File: config.mk
export PLATFORM = sky130hd
export DESIGN_NAME = lcd_segment_controller
export DESIGN_NICKNAME = d
export VERILOG_FILES = /design/src/rtl/lcd_pkg.sv /design/src/rtl/display_ram.sv /design/src/rtl/frame_timer.sv /design/src/rtl/lcd_segment_controller.sv
export VERILOG_INCLUDE_DIRS = /design/src /design/src/rtl
export SDC_FILE = /design/constraint.sdc
export NUM_CORES = 1
export LEC_CHECK = 0
export BUFFER_PORTS_ARGS = -buffer_cell sky130_fd_sc_hd__buf_2
export CAP_MARGIN = 25
export CORE_MARGIN = 4
export CORE_UTILIZATION = 60
export DETAILED_ROUTE_END_ITERATION = 12
export PLACE_DENSITY = 0.79
export SLEW_MARGIN = 0
export SYNTH_ARGS = -nofsm -noshare
export SYNTH_HDL_FRONTEND = slang
export SYNTH_SLANG_ARGS = --single-unit
File: constraint.sdc
create_clock -name mclk -period 6.9 [get_ports mclk]
set_clock_uncertainty 0.2 [all_clocks]
set_input_delay 1.035 -clock mclk [delete_from_list [all_inputs] [get_ports mclk]]
set_output_delay 1.035 -clock mclk [all_outputs]
set_load 0.05 [all_outputs]
File: src/rtl/lcd_params.svh
`ifndef LCD_SEGMENT_PARAMS_SVH
`define LCD_SEGMENT_PARAMS_SVH
// register addresses
`define DISP_CTRL_ADDR 7'h2C
`define DUTY_CLK_ADDR 7'h2D
`define RAM_FIRST_ADDR 7'h50
`define RAM_LAST_ADDR 7'h6F
`define RAM_LAST_REDUCED 7'h67
// display control field positions
`define BIT_DISPLAY_ON 2'h0
`define BIT_POWER_SW 2'h1
`define BIT_LP_DISPLAY 2'h2
`define BIT_DIVIDER 2'h3
`define CTRL_RESET 4'h0
`define DUTY_CLK_RESET 4'h0
// duty/clock field positions
`define DUTY_LSB 0
`define DUTY_MSB 1
`define CLKSEL_LSB 2
`define CLKSEL_MSB 3
// segment and common counts
`define SEG_COUNT 32
`define SEG_COUNT_REDUCED 24
`define COM_COUNT 4
// source ticks per common phase
`define CL0_TICKS 12'h080
`define CL1_TICKS 12'h100
`define CL2_TICKS 12'h100
`define CL3_PER_TICKS 12'h800
`define CL3_SUB_TICKS 12'h200
// last phase index for each duty
`define LAST_PHASE_QUARTER 2'h3
`define LAST_PHASE_THIRD 2'h2
`define LAST_PHASE_HALF 2'h1
`define LAST_PHASE_STATIC 2'h0
`endif

File: src/rtl/lcd_pkg.sv
package lcd_pkg;
  typedef enum logic [1:0] {
    DUTY_QUARTER,
    DUTY_THIRD,
    DUTY_HALF,
    DUTY_STATIC
  } duty_type;

  typedef enum logic [1:0] {
    CLK_SUB_FAST,
    CLK_SUB_SLOW,
    CLK_PER_FAST,
    CLK_PER_SLOW
  } clk_src_type;

  // one processor access per cycle
  typedef struct packed {
    logic wr;
    logic rd;
    logic bit_set;
    logic bit_clear;
    logic [1:0] bit_index;
    logic [6:0] addr;
    logic [3:0] data;
  } cpu_req_type;
endpackage : lcd_pkg

File: src/rtl/display_ram.sv
`timescale 1ns/1ps
`default_nettype none
`include "lcd_params.svh"
module display_ram (
  input wire logic mclk,
  input wire logic rst_n,
  input wire logic ce,
  input wire logic wr_en,
  input wire logic [4:0] wr_index,
  input wire logic [3:0] wr_data,
  input wire logic [4:0] rd_index,
  output logic [3:0] rd_word,
  output logic [4*`SEG_COUNT-1:0] scan_words
);
  logic [3:0] mem [`SEG_COUNT];

  // ------------------------------------------------------------
  // storage
  // ------------------------------------------------------------
  // processor port writes; cleared at reset so nothing random shows
  always_ff @(posedge mclk or negedge rst_n) begin
    if (!rst_n) begin
      for (int i = 0; i < `SEG_COUNT; i++) begin
        mem[i] <= 4'h0;
      end
    end else if (ce && wr_en) begin
      mem[wr_index] <= wr_data;
    end
  end

  // ------------------------------------------------------------
  // read ports
  // ------------------------------------------------------------
  // scan side sees every word at once, no arbitration with the cpu
  always_comb begin
    rd_word = mem[rd_index];
    for (int i = 0; i < `SEG_COUNT; i++) begin
      scan_words[4*i +: 4] = mem[i];
    end
  end
endmodule : display_ram
`default_nettype wire

File: src/rtl/frame_timer.sv
`timescale 1ns/1ps
`default_nettype none
module frame_timer (
  input wire logic mclk,
  input wire logic rst_n,
  input wire logic ce,
  input wire logic src_tick,
  input wire logic [11:0] period,
  input wire logic restart,
  output logic step
);
  logic [11:0] count_reg;

  // ------------------------------------------------------------
  // phase divider
  // ------------------------------------------------------------
  // counts source ticks; restart realigns after a clock change
  always_ff @(posedge mclk or negedge rst_n) begin
    if (!rst_n) begin
      count_reg <= 12'h000;
      step <= 1'b0;
    end else if (ce) begin
      step <= 1'b0;
      if (restart) begin
        count_reg <= 12'h000;
      end else if (src_tick) begin
        if (count_reg >= period - 12'h001) begin
          count_reg <= 12'h000;
          step <= 1'b1;
        end else begin
          count_reg <= count_reg + 12'h001;
        end
      end
    end
  end
endmodule : frame_timer
`default_nettype wire

File: src/rtl/lcd_segment_controller.sv
// How it works
// RULE1: four commons, 32 segments, 24 when reduced
// RULE2: dual-port memory scanned without processor help
// RULE3: software picks duty and reference clock
// RULE4: sub-clock source keeps display alive in watch
// RULE5: display words at 050h..06Fh, 067h reduced
// RULE6: bit3..bit0 map to fourth..first common
// RULE7: write-only 4-bit control at 02Ch
// RULE8: single control bits set or cleared alone
// RULE9: display off forces segments unlit
// RULE10: power switch bit opens/closes switch
// RULE11: low-power display off grounds all pins
// RULE12: low-power display on keeps segments driven
// RULE13: divider bit connects supply divider resistor
// RULE14: duty field 00 quarter..11 static
// RULE15: control fields positioned by constants, reset off
`timescale 1ns/1ps
`default_nettype none
`include "lcd_params.svh"
module lcd_segment_controller #(
  parameter bit REDUCED_VARIANT = 1'b0
) (
  input wire logic mclk,
  input wire logic rst_n,
  input wire logic ce,
  input wire lcd_pkg::cpu_req_type cpu_req,
  output logic [3:0] rd_data_reg,
  input wire logic sub_tick,
  input wire logic per_tick,
  input wire logic timer_a_sub_select,
  input wire logic low_power_mode,
  output logic [`COM_COUNT-1:0] common_out_reg,
  output logic [`SEG_COUNT-1:0] segment_out_reg,
  output logic drive_active_reg,
  output logic power_switch_reg,
  output logic divider_connect_reg
);
  // ------------------------------------------------------------
  // declarations
  // ------------------------------------------------------------
  logic [3:0] display_control_reg;
  logic [3:0] duty_clock_select_reg;
  logic [1:0] phase_reg;
  logic invert_reg;
  logic [1:0] last_phase;
  logic [11:0] period;
  logic src_tick;
  logic step;
  logic restart;
  logic ram_hit;
  logic [6:0] ram_last;
  logic [6:0] ram_offset;
  logic [4:0] ram_index;
  logic [3:0] ram_word;
  logic [4*`SEG_COUNT-1:0] scan_words;
  logic ground_all;
  logic display_on;
  logic [`SEG_COUNT-1:0] segment_next;
  logic [`COM_COUNT-1:0] common_next;
  logic [3:0] ctrl_next;
  logic [3:0] duty_next;
  lcd_pkg::duty_type duty;
  lcd_pkg::clk_src_type clk_src;

  // ------------------------------------------------------------
  // address decode
  // ------------------------------------------------------------
  // reduced part simply has a shorter display window
  assign ram_last = REDUCED_VARIANT ? `RAM_LAST_REDUCED : `RAM_LAST_ADDR;
  assign ram_offset = cpu_req.addr - `RAM_FIRST_ADDR;
  assign ram_index = ram_offset[4:0];

  always_comb begin
    if (cpu_req.addr >= `RAM_FIRST_ADDR && cpu_req.addr <= ram_last) begin
      ram_hit = 1'b1; // see RULE5
    end else begin
      ram_hit = 1'b0;
    end
  end

  // ------------------------------------------------------------
  // write-only control registers
  // ------------------------------------------------------------
  // plain write, or one bit set/cleared leaving the rest alone
  always_comb begin
    ctrl_next = display_control_reg;
    if (cpu_req.addr == `DISP_CTRL_ADDR) begin
      if (cpu_req.wr) begin
        ctrl_next = cpu_req.data; // see RULE7
      end else if (cpu_req.bit_set) begin
        ctrl_next[cpu_req.bit_index] = 1'b1; // see RULE8
      end else if (cpu_req.bit_clear) begin
        ctrl_next[cpu_req.bit_index] = 1'b0; // see RULE8
      end
    end
  end

  always_comb begin
    duty_next = duty_clock_select_reg;
    if (cpu_req.addr == `DUTY_CLK_ADDR) begin
      if (cpu_req.wr) begin
        duty_next = cpu_req.data; // see RULE3
      end else if (cpu_req.bit_set) begin
        duty_next[cpu_req.bit_index] = 1'b1;
      end else if (cpu_req.bit_clear) begin
        duty_next[cpu_req.bit_index] = 1'b0;
      end
    end
  end

  // all controls start off: display blank, switch open, resistor out
  always_ff @(posedge mclk or negedge rst_n) begin
    if (!rst_n) begin
      display_control_reg <= `CTRL_RESET; // see RULE15
    end else if (ce) begin
      display_control_reg <= ctrl_next;
    end
  end

  always_ff @(posedge mclk or negedge rst_n) begin
    if (!rst_n) begin
      duty_clock_select_reg <= `DUTY_CLK_RESET;
    end else if (ce) begin
      duty_clock_select_reg <= duty_next;
    end
  end

  // ------------------------------------------------------------
  // processor read port
  // ------------------------------------------------------------
  // control registers are write-only and read back as zero
  always_ff @(posedge mclk or negedge rst_n) begin
    if (!rst_n) begin
      rd_data_reg <= 4'h0;
    end else if (ce) begin
      if (cpu_req.rd && ram_hit) begin
        rd_data_reg <= ram_word;
      end else if (cpu_req.rd) begin
        rd_data_reg <= 4'h0;
      end
    end
  end

  // ------------------------------------------------------------
  // display memory
  // ------------------------------------------------------------
  display_ram u_ram (
    .mclk(mclk),
    .rst_n(rst_n),
    .ce(ce),
    .wr_en(cpu_req.wr && ram_hit),
    .wr_index(ram_index),
    .wr_data(cpu_req.data),
    .rd_index(ram_index),
    .rd_word(ram_word),
    .scan_words(scan_words) // see RULE2
  );

  // ------------------------------------------------------------
  // reference clock and duty
  // ------------------------------------------------------------
  assign duty = lcd_pkg::duty_type'(duty_clock_select_reg[`DUTY_MSB:`DUTY_LSB]);
  assign clk_src = lcd_pkg::clk_src_type'(duty_clock_select_reg[`CLKSEL_MSB:`CLKSEL_LSB]);

  // system-derived ticks vanish in low power since the main clock
  // stops there; only the sub-clock keeps the scan going
  always_comb begin
    src_tick = sub_tick;
    period = `CL0_TICKS;
    case (clk_src)
      lcd_pkg::CLK_SUB_FAST: begin
        src_tick = sub_tick; // see RULE4
        period = `CL0_TICKS;
      end
      lcd_pkg::CLK_SUB_SLOW: begin
        src_tick = sub_tick; // see RULE4
        period = `CL1_TICKS;
      end
      lcd_pkg::CLK_PER_FAST: begin
        src_tick = per_tick && !low_power_mode;
        period = `CL2_TICKS;
      end
      default: begin
        if (timer_a_sub_select) begin
          src_tick = sub_tick;
          period = `CL3_SUB_TICKS;
        end else begin
          src_tick = per_tick && !low_power_mode;
          period = `CL3_PER_TICKS;
        end
      end
    endcase
  end

  // last common phase index per frame
  always_comb begin
    case (duty)
      lcd_pkg::DUTY_QUARTER: last_phase = `LAST_PHASE_QUARTER; // see RULE14
      lcd_pkg::DUTY_THIRD: last_phase = `LAST_PHASE_THIRD; // see RULE14
      lcd_pkg::DUTY_HALF: last_phase = `LAST_PHASE_HALF; // see RULE14
      default: last_phase = `LAST_PHASE_STATIC; // see RULE14
    endcase
  end

  // a change of clock setting restarts the divider cleanly
  assign restart = (duty_next != duty_clock_select_reg);

  frame_timer u_timer (
    .mclk(mclk),
    .rst_n(rst_n),
    .ce(ce),
    .src_tick(src_tick),
    .period(period),
    .restart(restart),
    .step(step)
  );

  // ------------------------------------------------------------
  // common phase sequencer
  // ------------------------------------------------------------
  // polarity flips each frame so the panel sees no dc component
  always_ff @(posedge mclk or negedge rst_n) begin
    if (!rst_n) begin
      phase_reg <= 2'h0;
      invert_reg <= 1'b0;
    end else if (ce) begin
      if (phase_reg > last_phase) begin
        phase_reg <= 2'h0; // duty shrank mid-frame
      end else if (step) begin
        if (phase_reg == last_phase) begin
          phase_reg <= 2'h0;
          invert_reg <= !invert_reg;
        end else begin
          phase_reg <= phase_reg + 2'h1;
        end
      end
    end
  end

  // ------------------------------------------------------------
  // drive levels
  // ------------------------------------------------------------
  assign ground_all = low_power_mode && !display_control_reg[`BIT_LP_DISPLAY]; // see RULE11
  assign display_on = display_control_reg[`BIT_DISPLAY_ON];

  // selected common is the opposite of frame polarity; unused ones
  // beyond the duty just sit at the non-selected level
  always_comb begin
    common_next = {`COM_COUNT{invert_reg}};
    common_next[phase_reg] = !invert_reg; // see RULE1
    if (ground_all) begin
      common_next = '0; // see RULE11
    end
  end

  // segment lit when its bit for the active common is set
  always_comb begin
    segment_next = '0;
    for (int i = 0; i < `SEG_COUNT; i++) begin
      if (ground_all) begin
        segment_next[i] = 1'b0; // see RULE11
      end else if (REDUCED_VARIANT && i >= `SEG_COUNT_REDUCED) begin
        segment_next[i] = invert_reg; // see RULE1
      end else if (!display_on) begin
        segment_next[i] = invert_reg; // see RULE9
      end else begin
        // see RULE6
        segment_next[i] = scan_words[4*i + 32'(phase_reg)] ^ invert_reg; // see RULE12
      end
    end
  end

  // every panel output leaves straight from a flip-flop
  always_ff @(posedge mclk or negedge rst_n) begin
    if (!rst_n) begin
      common_out_reg <= '0;
      segment_out_reg <= '0;
      drive_active_reg <= 1'b0;
    end else if (ce) begin
      common_out_reg <= common_next;
      segment_out_reg <= segment_next;
      drive_active_reg <= !ground_all;
    end
  end

  // ------------------------------------------------------------
  // supply controls
  // ------------------------------------------------------------
  // switch forced open while pins are grounded to save current
  always_ff @(posedge mclk or negedge rst_n) begin
    if (!rst_n) begin
      power_switch_reg <= 1'b0;
      divider_connect_reg <= 1'b0;
    end else if (ce) begin
      power_switch_reg <= display_control_reg[`BIT_POWER_SW] && !ground_all; // see RULE10
      divider_connect_reg <= display_control_reg[`BIT_DIVIDER]; // see RULE13
    end
  end
endmodule : lcd_segment_controller
`default_nettype wire

==> out/metrics.yaml <==
status: "finished, final reports clean"
hpwl_um: 16500
cap_violations: 0
p_leak_nw: 5.36
ys_ff_latch: 195
fin_crit_sh: 0.503
crit_fanout: 49
place_inst: 1124
ys.flop_type: "dfrtp_1"
slew_headroom: 0.345
ys_async_sr_fraction: 1.00
rsz0062_at_grt: "false"
finalCriticalPeriod_ns: 3.47
avgSynthCellArea_um2: 12.0
crit_path_end_kind: "flop"
hold_path_class: "input port to asynchronous set/reset pin"
p_total_w: 0.00371
die_w_um: 141
worst-path-buf-inv: 1
drt-total-wl_um: 25500
clk_latency_ns: 0.43
ctsHoldBuffers: 0
largest_register_ffs: 128
slew_violations: 0
worstSetupPathType: "input port to flop"
clk_pin_slew_worst_paths_ns: 0.07
cts_tree: "done"
stdcell_count: 1157
num_vias: 7545
cp.arrival_ns: 3.58
cp-start-kind: "input port"
cts.sinks: 195
fmax_mhz: 288
reg2reg_to: "u_timer.count_reg[11]"
drive_gt1_frac: 0.330
synth_edf_count: 0
grt_pass1_vias: 7466
numPortBuffers: 66
cts_made_buffers: 17
ff2ff_setup_slack_ns: 3.72
cp.required_ns: 7.01
rows: 48
dr.pass1.iters: 6
vdd_drop_max_mv: 0.243
dieArea_mm2: 0.0199
drc_errors: 0
synthCells: 885
worstMarginPinSlew_ns: 0.982
synth-seq-area-share: 0.460
grt_overflow_total: 0
netlist_area_mm2: 0.0106
post_cts_buffers: 0
slowest_stage: "buf_2"
grt_max_degree: 134
cp_cell_sequence: "buf_2 > and3_1 > and2_1 > nand3b_1 > nor2_1 > mux2_2"
diodes: 0
synth_nets: 927
track_usage: 0.268
clockBufferDepth: 2
path_delay_family: "simple AND/OR/NAND/NOR gates"
cts_htree_levels: 4
critPathMaxStageDelay_ns: 0.68
grt_pass1_wl_um: 41700
drtIter0Drc: 747
synth_cell_types: 60
setup_violations: 0
via_per_inst: 6.52
wl_per_cell_um: 22.1
hold_viol: 0
ff2ff_path_depth: 11
final_nets: 961
die_h_um: 141
fp.coreArea_mm2: 0.0173
initial_core_util: 0.613
ios: 67
postCtsResizedCells: 0
antenna_found_initial: 3
drt.antenna.violating_nets: 0
r2r_start: "duty_clock_select_reg[2]"
cts_root_buf: "clkbuf_16"
tns_ns: 0
post-route-util: 0.677
routabilityCongestion: 0.877
powerDensity_mw_per_mm2: 317
synthToLayoutAreaGrowth_pct: 10.5
yosys_warnings: 0
## power breakdown
part / internal (W) / leakage (nW) / switching [W] / total, W
Combinational: 0.000400 / 2.45 / 0.000774 / 0.00117
Sequential: 0.00132 / 2.60 / 0.000172 / 0.00149
Clock: 0.000608 / 0.311 / 0.000437 / 0.00105
Total: 0.00233 / 5.36 / 0.00138 / 0.00371
## worst max-delay path by stage
| stage | cells after the start | from | to | slack [ns] |
|---|---|---|---|---|
| 2_1_floorplan | 10 | timer_a_sub_select | u_timer.count_reg[10] | 3.65 |
| 3_3_place_gp | 6 | ce | u_ram.scan_words[56] | 3.14 |
| 3_5_place_dp | 6 | ce | u_ram.scan_words[56] | 3.10 |
| 4_1_cts | 6 | ce | u_ram.scan_words[120] | 3.52 |
| 5_1_grt | 6 | ce | u_ram.scan_words[40] | 3.39 |
| 6_report | 6 | ce | u_ram.scan_words[120] | 3.43 |
## worst reg2reg max path, cell delays in order, from the launching register on
cell      delay (ns)
dfrtp_1         0.49
ha_1            0.22
nand2_1         0.08
ha_1            0.22
xnor2_1         0.17
ha_1            0.26
nand3_1         0.09
nor2_1          0.08
a2111o_1        0.50
or4_1           0.50
a21oi_1         0.20
a21o_1          0.11
## synthesized netlist by cell type, types with 7 or more instances
cell,n,area share
a21o_1,7,0.0050
a21oi_1,18,0.0085
buf_1,8,0.0028
buf_2,12,0.0057
clkbuf_1,39,0.014
dfrtp_1,195,0.46
ha_1,18,0.021
inv_1,53,0.019
mux2_2,129,0.14
mux4_2,65,0.14
nand2_1,77,0.027
nand3_1,23,0.011
nor2_1,44,0.016
nor2b_1,8,0.0047
o21ai_0,19,0.0090
o22ai_1,42,0.025
xor2_1,34,0.028
## cell usage in the layout, fill, tap and decap left out, types with 3 or more instances in the layout
cell	count
a211o_1	3
a21o_1	7
a21oi_1	18
a22oi_1	5
and2_1	3
and3_1	5
buf_2	65
buf_4	8
clkbuf_16	17
clkbuf_8	8
clkinv_4	3
dfrtp_1	193
ha_1	18
inv_1	53
mux2_2	129
mux2i_1	5
mux4_2	65
nand2_1	77
nand2b_1	6
nand3_1	23
nand3b_1	5
nand4_1	3
nor2_1	44
nor2b_1	8
nor3_1	5
nor4_1	3
o21ai_0	18
o221ai_1	4
o22ai_1	42
or4_1	6
xnor2_1	6
xor2_1	34
## metrics by stage
step	cell area, um^2	hold slack (ns)	worst slack, ns
after floorplan	10600	0.277	3.65
after detailed placement	11100	0.294	3.10
after CTS	11700	0.318	3.52
after global routing	11700	0.272	3.39
final	11700	0.270	3.43
after global placement	11100	0.289	3.14
## layer usage
metal  GRT usage  part of all wire  up-vias
met1       0.385              0.42     3861
met4      0.0780             0.016        6
met5           0            0.0016        -
li1            -                 -     3296
met3      0.0709             0.083       43
met2       0.409              0.48      339
## cell families after synthesis
| family | Yosys count | share of synthesized area |
|---|---|---|
| DFF | 195 | 0.460 |
| adders and majority gates | 18 | 0.0212 |
| and+or+nand+nor | 202 | 0.0915 |
| xor gates and xnor gates | 40 | 0.0330 |
| AOI/OAI and AO/OA | 117 | 0.0714 |
| muxes | 200 | 0.281 |
| buffers and inverters | 113 | 0.0418 |
## layout make-up
type	instances	area, um^2
Fill cell	1233	5580
Clock buffer	24	522
Multi-Input combinational cell	577	5290
Tap cell	225	282
Clock inverter	8	114
Timing Repair Buffer	75	427
Sequential cell	195	4880
Inverter	53	199
(Power assumes the default switching activity.)
